[src/logic/gauge_consts.svh]
// Purpose: Constants of the charge-accounting core
// Assumes: Sense voltage in signed microvolts, temperature in 10 C steps
// Notes: Definitions only
`ifndef GAUGE_CONSTS_SVH
`define GAUGE_CONSTS_SVH

// ----------------------------------------
// Initial full counts by strap setting
// ----------------------------------------
`define FULL_HIGH_P1HI 16'h9d00
`define FULL_FLOAT_P1HI 16'h7e00
`define FULL_LOW_P1HI 16'h7100
`define FULL_HIGH_P1LO 16'h6500
`define FULL_FLOAT_P1LO 16'h8c00
`define FULL_LOW_P1LO 16'h5b00

// ----------------------------------------
// Sense thresholds, microvolts
// ----------------------------------------
`define CHARGE_LIMIT_UV 16'shfe70
`define DISCHARGE_LIMIT_UV 16'sh01f4
`define FAST_DISCHARGE_UV 16'sh07d0
`define FAST_CHARGE_UV 16'shf830

// ----------------------------------------
// Counts and limits
// ----------------------------------------
`define VALID_CHARGE_COUNTS 16'h0100
`define SELF_DISCHARGE_LIMIT 16'h1000
`define COUNT_MAX 16'hffff
`define FAST_RATE_COUNTS 16'h0002
`define FREEZE_STEP 4'h4
`define SD_BASE_STEP 4'h4
`define SD_MAX_SHIFT 3'h7
`define WARM_STEP 4'h7
`define HOT_STEP 4'h9
`define SD_DAY_THRESHOLD 32'h01a5e000

// ----------------------------------------
// Compensation factors, percent
// ----------------------------------------
`define TRICKLE_NOMINAL 7'h50
`define FAST_NOMINAL 7'h5f
`define TRICKLE_WARM 7'h4b
`define FAST_WARM 7'h5a
`define TRICKLE_HOT 7'h46
`define FAST_HOT 7'h55
`define DISCHARGE_FACTOR 7'h64
`define PERCENT_FULL 32'h00000064

// ----------------------------------------
// Timing
// ----------------------------------------
`define CLK_PERIOD_NS 10
`define SECOND_NS 1000000000
`define DISPLAY_HOLD_S 4'ha

`endif

[src/logic/gauge_pkg.sv]
// Purpose: Types of the charge-accounting core
// Assumes: Used with gauge_consts.svh
// Notes: Straps are three-level pins
package gauge_pkg;

  // Three-level strap reading
  typedef enum logic [1:0] {
    strap_low = 2'b00,
    strap_float = 2'b01,
    strap_high = 2'b10
  } strap_level_type;

  // Gauge state shown to the outside
  typedef struct packed {
    logic [15:0] available_charge_count;
    logic [15:0] discharge_counter;
    logic [15:0] learned_capacity;
    logic valid_discharge_flag;
    logic charge_valid;
    logic fast_charge;
    logic display_active;
  } gauge_status_type;

endpackage : gauge_pkg

[src/logic/battery_charge_accounting.sv]
// Purpose: Charge, discharge and self-discharge accounting of a gas gauge
// Assumes: One sense sample per sense_valid_in pulse, inputs synchronous
// Notes: Count scaling per sample is a parameter
// Operation
// - Available charge rises to learned capacity, falls to zero, never below.
// - Available charge clears at init unless program strap four is low, and at first valid charge after empty.
// - No available-charge increments once it equals learned capacity.
// - Initial full count chosen from full-count strap and program strap one.
// - Program strap four low at reset loads capacity, disables self-discharge.
// - Discharge counter counts self-discharge only while available charge nonzero.
// - Discharge counter clears at full, saturates at all ones.
// - First valid charge after qualified empty copies discharge counter to capacity.
// - More than 4096 self-discharge counts disqualifies capacity transfer.
// - Temperature below zero at empty disqualifies capacity transfer.
// - Valid-discharge flag shows whether present discharge still qualifies.
// - Charge valid after 256 counts below -400 uV, continues until above.
// - Charge rate proportional to compensated voltage; display below -2 mV.
// - Above 500 uV every count decrements charge, increments discharge counter.
// - Above 2 mV display on, held ten seconds after dropping.
// - Self-discharge unless disabled, nominal charge/80 per day at 20-30 C.
// - Self-discharge rate doubles every 10 C step, /320 up to /2.5.
// - Fast charge at two counts per second; fast factor until rate known.
// - Charge efficiency chosen by temperature band and charge rate.
// - Discharge factor is exactly one.
// - No counting between -400 and +500 uV.
// - Learned capacity equals initial full count at init.
// - Corrupted data clears available charge, reloads capacity.
`timescale 1ns/1ps
`default_nettype none
`include "gauge_consts.svh"

module battery_charge_accounting
  import gauge_pkg::*;
#(
  parameter int unsigned CYCLES_PER_SECOND = `SECOND_NS / `CLK_PERIOD_NS,
  parameter int unsigned UV_SAMPLES_PER_COUNT = 100000
) (
  // Clock and reset
  input wire logic clk_sys_in,
  input wire logic rst_n_in,
  // Measurement front end
  input wire logic sense_valid_in,
  input wire logic signed [15:0] offset_corrected_sense_voltage_in,
  input wire logic [3:0] temperature_step_in,
  input wire logic end_of_discharge_threshold_in,
  input wire logic data_corrupt_in,
  // Straps and display enable
  input wire strap_level_type full_count_strap_in,
  input wire strap_level_type program_strap_1_in,
  input wire strap_level_type program_strap_4_in,
  input wire logic display_enable_in,
  // Gauge state
  output gauge_status_type status_out,
  output logic [15:0] initial_full_count_out
);

  // ----------------------------------------
  // Helpers
  // ----------------------------------------

  // Full count lookup from the straps
  function automatic logic [15:0] full_count(input strap_level_type s, input strap_level_type p1);
    logic p1_low;
    p1_low = (p1 == strap_low);
    if (s == strap_high) begin
      full_count = p1_low ? `FULL_HIGH_P1LO : `FULL_HIGH_P1HI;
    end else if (s == strap_float) begin
      full_count = p1_low ? `FULL_FLOAT_P1LO : `FULL_FLOAT_P1HI;
    end else begin
      full_count = p1_low ? `FULL_LOW_P1LO : `FULL_LOW_P1HI;
    end
  endfunction : full_count

  // Saturating increment, used for several counters
  function automatic logic [15:0] sat_inc(input logic [15:0] v);
    sat_inc = (v == `COUNT_MAX) ? v : v + 16'h0001;
  endfunction : sat_inc

  localparam logic [31:0] COUNT_UNIT = 32'(UV_SAMPLES_PER_COUNT) * `PERCENT_FULL;

  logic [15:0] charge_left;
  logic [15:0] spent_count;
  logic [15:0] capacity;
  logic qualified;
  logic sd_disable;
  logic [15:0] full_start;
  logic [31:0] sec_cnt;
  logic sec_tick;
  logic charging;
  logic discharging;
  logic in_charge;
  logic in_discharge;
  logic acc_dir;
  logic [31:0] acc;
  logic charge_tick;
  logic discharge_tick;
  logic sd_tick;
  logic [31:0] sd_acc;
  logic [15:0] chg_run;
  logic charge_valid;
  logic valid_charge_start;
  logic [15:0] chg_in_sec;
  logic fast;
  logic rate_known;
  logic empty_q;
  logic empty_pending;
  logic [15:0] sd_since_full;
  logic fast_dis_cond;
  logic fast_chg_cond;
  logic [3:0] hold;
  logic display_active;
  logic [6:0] factor;
  logic [16:0] mag;
  logic [31:0] prod;
  logic [31:0] sum;
  logic [2:0] sd_shift;
  logic [31:0] sd_sum;
  logic [15:0] next_charge_left;
  logic [15:0] next_spent_count;

  assign full_start = full_count(full_count_strap_in, program_strap_1_in);

  // ----------------------------------------
  // Sample classification and compensation
  // ----------------------------------------

  // dead band between the two limits
  assign in_charge = offset_corrected_sense_voltage_in < `CHARGE_LIMIT_UV;
  assign in_discharge = offset_corrected_sense_voltage_in > `DISCHARGE_LIMIT_UV;
  assign mag = in_charge ? 17'(-offset_corrected_sense_voltage_in)
                         : 17'(offset_corrected_sense_voltage_in);

  always_comb begin
    logic use_fast;
    use_fast = fast || !rate_known;
    if (!in_charge) begin
      factor = `DISCHARGE_FACTOR;
    end else if (temperature_step_in >= `HOT_STEP) begin
      factor = use_fast ? `FAST_HOT : `TRICKLE_HOT;
    end else if (temperature_step_in >= `WARM_STEP) begin
      factor = use_fast ? `FAST_WARM : `TRICKLE_WARM;
    end else begin
      factor = use_fast ? `FAST_NOMINAL : `TRICKLE_NOMINAL;
    end
  end

  assign prod = 32'(mag) * 32'(factor);
  // Direction change restarts the fraction, but the sample itself still counts
  assign sum = ((acc_dir != in_charge) ? 32'h00000000 : acc) + prod;

  // ----------------------------------------
  // One-second time base
  // ----------------------------------------
  always_ff @(posedge clk_sys_in) begin
    if (!rst_n_in || sec_cnt == CYCLES_PER_SECOND - 1) begin
      sec_cnt <= 32'h00000000;
    end else begin
      sec_cnt <= sec_cnt + 32'h00000001;
    end
  end
  assign sec_tick = (sec_cnt == CYCLES_PER_SECOND - 1);

  // count rate proportional to compensated voltage
  always_ff @(posedge clk_sys_in) begin
    charge_tick <= 1'b0;
    discharge_tick <= 1'b0;
    if (!rst_n_in) begin
      acc <= 32'h00000000;
      acc_dir <= 1'b0;
    end else if (sense_valid_in) begin
      acc_dir <= in_charge;
      if (!in_charge && !in_discharge) begin
        acc <= 32'h00000000;
      end else if (sum >= COUNT_UNIT) begin
        acc <= sum - COUNT_UNIT;
        charge_tick <= in_charge;
        discharge_tick <= in_discharge;
      end else begin
        acc <= sum;
      end
    end
  end

  // Direction seen on the latest sample
  always_ff @(posedge clk_sys_in) begin
    if (!rst_n_in) begin
      charging <= 1'b0;
      discharging <= 1'b0;
    end else if (sense_valid_in) begin
      charging <= in_charge;
      discharging <= in_discharge;
    end
  end

  // ----------------------------------------
  // Charge qualification and rate
  // ----------------------------------------

  always_ff @(posedge clk_sys_in) begin
    if (!rst_n_in || (sense_valid_in && !in_charge)) begin
      chg_run <= 16'h0000;
      charge_valid <= 1'b0;
    end else if (charge_tick) begin
      chg_run <= sat_inc(chg_run);
      if (chg_run == `VALID_CHARGE_COUNTS) begin
        charge_valid <= 1'b1;
      end
    end
  end
  assign valid_charge_start = charge_tick && chg_run == `VALID_CHARGE_COUNTS;

  always_ff @(posedge clk_sys_in) begin
    if (!rst_n_in || !charging) begin
      chg_in_sec <= 16'h0000;
      fast <= 1'b1;
      rate_known <= 1'b0;
    end else if (sec_tick) begin
      chg_in_sec <= 16'h0000;
      fast <= chg_in_sec >= `FAST_RATE_COUNTS;
      rate_known <= 1'b1;
    end else if (charge_tick) begin
      chg_in_sec <= sat_inc(chg_in_sec);
    end
  end

  // ----------------------------------------
  // Self-discharge estimate
  // ----------------------------------------

  assign sd_shift = (temperature_step_in <= `SD_BASE_STEP) ? 3'h0 :
                    (temperature_step_in - `SD_BASE_STEP > 4'(`SD_MAX_SHIFT)) ? `SD_MAX_SHIFT :
                    3'(temperature_step_in - `SD_BASE_STEP);
  assign sd_sum = sd_acc + ({16'h0000, charge_left} << sd_shift);

  always_ff @(posedge clk_sys_in) begin
    sd_tick <= 1'b0;
    if (!rst_n_in || sd_disable || charge_left == 16'h0000) begin
      sd_acc <= 32'h00000000;
    end else if (sec_tick) begin
      if (sd_sum >= `SD_DAY_THRESHOLD) begin
        sd_acc <= sd_sum - `SD_DAY_THRESHOLD;
        sd_tick <= 1'b1;
      end else begin
        sd_acc <= sd_sum;
      end
    end
  end

  // ----------------------------------------
  // Counter updates
  // ----------------------------------------
  always_comb begin
    next_charge_left = charge_left;
    if (charge_tick && charge_left < capacity) begin
      next_charge_left = charge_left + 16'h0001;
    end
    if (discharge_tick && next_charge_left != 16'h0000) begin
      next_charge_left = next_charge_left - 16'h0001;
    end
    if (sd_tick && next_charge_left != 16'h0000) begin
      next_charge_left = next_charge_left - 16'h0001;
    end
    next_spent_count = discharge_tick ? sat_inc(spent_count) : spent_count;
    if (sd_tick && charge_left != 16'h0000) begin
      next_spent_count = sat_inc(next_spent_count);
    end
  end

  always_ff @(posedge clk_sys_in) begin
    if (!rst_n_in) begin
      capacity <= full_start;
      charge_left <= (program_strap_4_in == strap_low) ? full_start : 16'h0000;
      sd_disable <= (program_strap_4_in == strap_low);
      spent_count <= 16'h0000;
      initial_full_count_out <= full_start;
    end else if (data_corrupt_in) begin
      charge_left <= 16'h0000;
      capacity <= full_start;
      spent_count <= 16'h0000;
    end else if (valid_charge_start && empty_pending) begin
      charge_left <= 16'h0000;
      if (qualified) begin
        capacity <= spent_count;
      end
      spent_count <= 16'h0000;
    end else begin
      charge_left <= next_charge_left;
      spent_count <= (next_charge_left == capacity) ? 16'h0000 : next_spent_count;
    end
  end

  // ----------------------------------------
  // Discharge qualification
  // ----------------------------------------
  always_ff @(posedge clk_sys_in) begin
    if (!rst_n_in) begin
      empty_q <= 1'b0;
      empty_pending <= 1'b0;
    end else begin
      empty_q <= end_of_discharge_threshold_in;
      if (end_of_discharge_threshold_in && !empty_q) begin
        empty_pending <= 1'b1;
      end else if (valid_charge_start || data_corrupt_in) begin
        empty_pending <= 1'b0;
      end
    end
  end

  always_ff @(posedge clk_sys_in) begin
    if (!rst_n_in || charge_left == capacity) begin
      sd_since_full <= 16'h0000;
    end else if (sd_tick) begin
      sd_since_full <= sat_inc(sd_since_full);
    end
  end

  // qualification flag, set at full wins unless corrupt data or a valid charge start comes in the same cycle
  always_ff @(posedge clk_sys_in) begin
    if (!rst_n_in || data_corrupt_in) begin
      qualified <= 1'b0;
    end else if (next_charge_left == capacity && !valid_charge_start) begin
      qualified <= 1'b1;
    end else if (valid_charge_start || sd_since_full > `SELF_DISCHARGE_LIMIT) begin
      qualified <= 1'b0;
    end else if (end_of_discharge_threshold_in && !empty_q
                 && temperature_step_in < `FREEZE_STEP) begin
      qualified <= 1'b0;
    end
  end

  // ----------------------------------------
  // Display activity
  // ----------------------------------------

  // fast discharge with ten second hold
  always_ff @(posedge clk_sys_in) begin
    if (!rst_n_in) begin
      fast_dis_cond <= 1'b0;
      fast_chg_cond <= 1'b0;
      hold <= 4'h0;
    end else begin
      if (sense_valid_in) begin
        fast_dis_cond <= offset_corrected_sense_voltage_in > `FAST_DISCHARGE_UV;
        fast_chg_cond <= offset_corrected_sense_voltage_in < `FAST_CHARGE_UV;
      end
      if (fast_dis_cond) begin
        hold <= `DISPLAY_HOLD_S;
      end else if (sec_tick && hold != 4'h0) begin
        hold <= hold - 4'h1;
      end
    end
  end

  // Registered so the display pin never glitches
  always_ff @(posedge clk_sys_in) begin
    if (!rst_n_in) begin
      display_active <= 1'b0;
    end else begin
      display_active <= display_enable_in && (fast_dis_cond || fast_chg_cond || hold != 4'h0);
    end
  end

  // Status bundle
  assign status_out = '{available_charge_count: charge_left, discharge_counter: spent_count,
                        learned_capacity: capacity, valid_discharge_flag: qualified,
                        charge_valid: charge_valid, fast_charge: fast && rate_known,
                        display_active: display_active};

endmodule : battery_charge_accounting
`default_nettype wire

[config.mk]
export PLATFORM = sky130hd
export DESIGN_NAME = battery_charge_accounting
export DESIGN_NICKNAME = d
export VERILOG_FILES = /design/src/logic/gauge_pkg.sv /design/src/logic/battery_charge_accounting.sv
export VERILOG_INCLUDE_DIRS = /design/src /design/src/logic
export SDC_FILE = /design/constraint.sdc
export NUM_CORES = 1
export LEC_CHECK = 0
export ABC_CLOCK_PERIOD_IN_PS = 12700
export BUFFER_PORTS_ARGS = -buffer_cell sky130_fd_sc_hd__buf_4
export CORE_UTILIZATION = 65
export CTS_BUF_LIST = sky130_fd_sc_hd__clkbuf_8
export DETAILED_ROUTE_END_ITERATION = 7
export PLACE_DENSITY = 0.9
export RECOVER_POWER = 50
export SYNTH_ARGS = -nofsm -noshare
export SYNTH_HDL_FRONTEND = slang
export SYNTH_SLANG_ARGS = --single-unit
[constraint.sdc]
create_clock -name clk_sys_in -period 12.7 [get_ports clk_sys_in]
set_input_delay 2.54 -clock clk_sys_in [delete_from_list [all_inputs] [get_ports clk_sys_in]]
set_output_delay 2.54 -clock clk_sys_in [all_outputs]
set_load 0.01 [all_outputs]
* Yosys cells after proc, flatten, opt, wreduce, memory -nomap -nowiden
Index checks and enable logic that the tools add are counted.
** Storage, ports and cells
- Word-level logic and storage cells :: 173
- Output and inout bits :: 68
- Register bits after elaboration :: 226
** Operators by class
- Mux-type cells :: 41
- Bitwise gates (word level) :: 7
- Multipliers :: 1
- Shift operators :: 1
- Order comparisons :: 14
- Equal/unequal tests :: 14
- Reductions and logical operators :: 53
- Add/sub/neg operators :: 16
** Operators by type and width (number)
- 2-to-1 mux 16 bit :: 19
- 2-to-1 mux 32 bit :: 4
- adder 16 x 1 -> 16 bit (second input constant) :: 6
- == test 16 bit (second input constant) :: 5
- nonzero test 16 bit :: 3
- adder 32 x 1 -> 32 bit (second input constant) :: 1
- adder 32 x 24 -> 32 bit :: 1
- adder 32 bit :: 1
- == test 16 bit :: 2
- == test 32 x 27 -> 1 bit (second input constant) :: 1
- >= comparator 32 x 24 -> 1 bit (second input constant) :: 1
- >= comparator 32 x 25 -> 1 bit (second input constant) :: 1
- << shifter 16 x 3 -> 32 bit :: 1
- subtractor 16 x 1 -> 16 bit (second input constant) :: 2
- subtractor 32 x 24 -> 32 bit (second input constant) :: 1
- subtractor 32 x 25 -> 32 bit (second input constant) :: 1
- multiplier 17 x 7 -> 24 bit :: 1
- 2-to-1 mux 5 bit :: 4
- 2-to-1 mux 17 bit :: 1
- negation 16 -> 17 bit :: 1
- == test 16 x 9 -> 1 bit (second input constant) :: 1
- >= comparator 16 x 2 -> 1 bit (second input constant) :: 1
- > comparator 16 x 10 -> 1 bit (second input constant) :: 1
- > comparator 16 x 12 -> 1 bit (second input constant) :: 1
- other kinds (32) :: 86

* Depth between registers and ports, before layout
- Depth in word-level cells :: 12
- Gate-level depth with buffers :: 35
- Mapped depth without buffers :: 33

* Worst setup path before layout
No wires, ideal clock.
- Kind :: input port to flip-flop
- Start :: in offset_corrected_sense_voltage_in[5]
- End :: reg acc[26]
- Setup slack :: 2091 ps
- Arrival :: 10487 ps
- Library setup time :: 122 ps
- Required time :: 12578 ps
- Stages on the path :: 30
- Path through :: clkbuf_1 a311oi_1 nor3_1 ha_1 clkbuf_1 inv_1 nor3b_1 clkbuf_1 nor2_1 fa_1 fa_1 fa_1 inv_1 fa_1 inv_1 ha_1 a21o_1 a21oi_1 o21ai_0 a21o_1 a21oi_1 a21oi_1 a211oi_1 xor2_1 a311oi_1 o41ai_1 nand4_1 nor2_1 nor3_1 a221o_1
** On the way
- Cells in the longest elaborated chain, start to end :: 7
** RTL lines
- start, declared :: RTL line battery_charge_accounting.sv:43 : input wire logic signed [15:0] offset_corrected_sense_voltage_in,
- less-than comparator 16 x 10 -> 1 bit (no source line) (*)
- net in_charge :: RTL line battery_charge_accounting.sv:91 : logic in_charge;
- 2-to-1 mux 17 bit (tied with other cells) :: RTL line battery_charge_accounting.sv:130 : assign mag = in_charge ? 17'(-offset_corrected_sense_voltage_in)
- multiplier 17 x 7 -> 24 bit / 2-to-1 mux 32 bit (equally long branches) :: RTL line battery_charge_accounting.sv:147, battery_charge_accounting.sv:149
- adder 32 x 24 -> 32 bit :: RTL line battery_charge_accounting.sv:149 : assign sum = ((acc_dir != in_charge) ? 32'h00000000 : acc) + prod;
- subtractor 32 x 24 -> 32 bit / >= comparator 32 x 24 -> 1 bit (equally long branches) :: RTL line battery_charge_accounting.sv:175, battery_charge_accounting.sv:174
- 2-to-1 mux 32 bit :: RTL line battery_charge_accounting.sv:174 : end else if (sum >= COUNT_UNIT) begin
- 2-to-1 mux 32 bit (*) :: RTL line battery_charge_accounting.sv:172 : if (!in_charge && !in_discharge) begin
- end signal, assigned :: RTL line battery_charge_accounting.sv:175 : acc <= sum - COUNT_UNIT;
- end signal, assigned :: RTL line battery_charge_accounting.sv:179 : acc <= sum;
- end, declared :: RTL line battery_charge_accounting.sv:94 : logic [31:0] acc;
Mark *: on every way through the listed nets, which the timed path passes. The rest lies on a longest branch.
A chain may end at the register's enable or synchronous reset.

* Worst setup path after layout
Same ends and word-level chain as after synthesis.

==> key figures <==
Synth
  – Warnings, synthesis: 0
  – Number of library cell types mapped by synthesis: 104
  – Top-count cell post-synth: nor2_1
  – Post-synth ARST share: 0%
  – Synth top area share: 18.6%
  – Post-synthesis instance area: around 21000 µm²
  – Synth Register Bits: roughly 220
  – Synth Flop Type: dfxtp_1
  – Mapped Cells: about 2700
  – Most instantiated cells after synthesis: nor2_1, nand2_1, inv_1
  – Largest cells by area after synthesis: dfxtp_1, fa_1, ha_1, nor2_1, xnor2_1
  – Yosys top cell by area: dfxtp_1
  – Synthesized area per cell: 7.79 µm²
  – Post-synth EDFFs: 25
  – Register area share after synthesis: between 20% and 30%

Layout
  – Number of fill cells: 2485
  – Nets: 2970
  – Share of layout cells above drive strength 1: 7.73%
  – Number of diodes: 0
  – Finished Cell Area: 22600 µm²
  – Area grow syn2layout: 8.44%
  – Non-Filler Instances: 3157

Clock network
  – Root Buffer: clkbuf_8
  – Deepest clock path buffer count: 3
  – # hold bufs at CTS: 0
  – Post-CTS sizing: 0
  – Clk sink count: 218
  – Total CTS buffers: 40
  – Clock transition at path regs: 60 ps
  – Post-CTS Setup Bufs: 0
  – CTS tree: built
  – CTS H-tree lvls: 2
  – Clock latency on the worst-skew pair: 570 ps

Power and ir drop
  – Peak supply drop: roughly 0.36 mV
  – Pwr dens: 203 nW/µm²
  – Final Total Pwr: roughly 4.6 mW
  – Pleak: 9.68 nW

Detailed routing
  – Drt drc: 0
  – Wire per inst: 18.1 µm
  – Antenna Nets Post-Route: 0
  – DR vias: 19900
  – DR vias/cell: 6.31
  – Detailed Route Iter0 Violations: 1732
  – Total Wirelength: about 57 mm
  – Length of the first detailed-routing pass in iterations: 5

STA
  – Worst-margin pin slew: 1440 ps
  – Clock skew: ~24 ps
  – Final setup fails: 0
  – Min Tclk post-route: 11360 ps
  – Fmax: 88.0 MHz
  – Slew Limit Fails: 0
  – RSZ-0062 raised after global routing: false
  – Max-Slew Margin vs Limit: roughly 3.9%
  – Final Hold Vio Count: 0
  – Hold_ws: 447 ps
  – Total Negative Setup Slacks: 0 ps
  – Period Utilization, post-route: 89.4%

Placement
  – PortBufs: 91
  – Detailed placement HPWL: 43.6 mm
  – Post-Place Cells: between 3000 and 4000
  – DP Area: 21800 µm²
  – RD Place Congestion: 0.988

Job
  – Max-cap violations: 0

Status
  – Status: completed

Critical path
  – Buffers and inverters on the worst path: 6
  – Startpoint types: input port
  – Reg-to-Reg Start: fast$_SDFFE_PP1P_
  – R2R Setup Slk: a little under 4000 ps
  – Worst path slowest cell: o41ai_1
  – Crit Path Max Fanout: 33
  – R2R Path End: acc[26]$_SDFFE_PN0P_
  – Worst path max stage delay: roughly 760 ps
  – Reg2reg path depth: 28
  – CP delay by family, top: compound AO/OA/AOI/OAI gates
  – Crit end category: flop
  – Critical Path RT: 13150 ps
  – Critical Path AT: 11810 ps
  – Crit Path Class: input port to flop

Floorplan
  – Die area: 32700 µm²
  – Initial Util: 66.0%
  – Ports: 100
  – Core box area: 31600 µm²
  – Row Count: 65
  – Die X-Extent: 181 µm
  – Die Ht: 181 µm

GRT
  – Vias in the first global route: 19700
  – Largest net degree at the start of global routing: 45
  – Global-route wire length before repair: between 90 and 100 mm
  – GRT Util Overall: 35.0%
  – Total grt overflow: 0
  – Initial antenna violation count: 0

Worst hold path
  – Hold path startpoint: acc[23]$_SDFFE_PN0P_
  – Worst Hold Class: flop to flop
  – Hold depth: 2
  – Worst Hold End: acc[23]$_SDFFE_PN0P_
## stage by stage
| step | worst slack (ps) | util, % |
|---|---|---|
| after floorplan | 2090 | - |
| after global placement | 1470 | 69.0 |
| after detailed placement | 1080 | 69.0 |
| after CTS | 1640 | 72.0 |
| after global routing | 700 | 71.5 |
| final | 1340 | 71.5 |
## registers in the layout, indices dropped and copies added (netlist names), 4 cells and up
| register | flops |
|---|---|
| chg_run | 16 |
| charge_left | 16 |
| initial_full_count_out | 8 |
| capacity | 16 |
| spent_count | 16 |
| acc | 32 |
| sec_cnt | 32 |
| sd_acc | 32 |
| hold | 4 |
| sd_since_full | 16 |
| chg_in_sec | 16 |
## how the worst max path moves through the flow
stage | startpoint | end | slack, ps | cells past startpoint
2_1_floorplan | offset_corrected_sense_voltage_in[5] | acc[26]$_SDFFE_PN0P_ | 2090 | 30
3_3_place_gp | offset_corrected_sense_voltage_in[5] | acc[26]$_SDFFE_PN0P_ | 1470 | 30
3_5_place_dp | offset_corrected_sense_voltage_in[5] | acc[26]$_SDFFE_PN0P_ | 1080 | 30
4_1_cts | offset_corrected_sense_voltage_in[5] | acc[26]$_SDFFE_PN0P_ | 1640 | 30
5_1_grt | offset_corrected_sense_voltage_in[5] | acc[26]$_SDFFE_PN0P_ | 700 | 30
6_report | offset_corrected_sense_voltage_in[5] | acc[26]$_SDFFE_PN0P_ | 1340 | 30
## report_power, final
part           switching, mW  internal [mW]
clock network          0.325          0.466
logic                   1.83           1.16
registers             0.0463          0.745
## cell usage in the layout, fill, tap and decap left out, types with 34 or more instances in the layout
cell,n
xnor2_1,117
and2_1,52
nor2_1,328
dfxtp_1,193
nor4_1,34
nand2_1,250
nand4_1,43
ha_1,118
nor3_1,65
buf_4,81
and3_1,58
clkbuf_8,51
fa_1,97
a21oi_1,122
nand3_1,94
xor2_1,103
inv_1,240
mux2i_1,55
clkbuf_1,36
o21ai_0,103
## cells by family (layout without fill, tap and decap cells)
family,count (synthesis),in the layout,share of synthesized area [%]
AOI/OAI and AO/OA,501,501,16.3
DFF,218,218,22.2
xor gates and xnor gates,223,223,9.51
adders and majority gates,215,215,16.4
muxes,62,62,3.04
and+or+nand+nor,1100,1100,25.9
other,1,8,0.0180
buffers and inverters,351,428,6.67
## per-layer routing
metal  track usage [%]  vias up  wire, µm
li1                  -     9371         -
met1              43.8     9453     23100
met2              59.2      916     26800
met3              5.52      195      4740
met4              16.6        0      2570
met5                 0        -         0
## tightest hold or removal path, cell delays in order, from the launching register on
cell     delay, ps
dfxtp_1        320
nand2_1         40
o21ai_0         60
## area by class of cell
type	instances	area, µm²	share of cell area, %
Clock buffer	51	702	3.11
Clock inverter	23	244	1.08
Inverter	236	886	3.92
Multi-Input combinational cell	2109	14900	65.9
Sequential cell	218	4610	20.4
Tap cell	402	503	2.23
Timing Repair Buffer	118	751	3.33
Power figures use the tool's default switching activity.
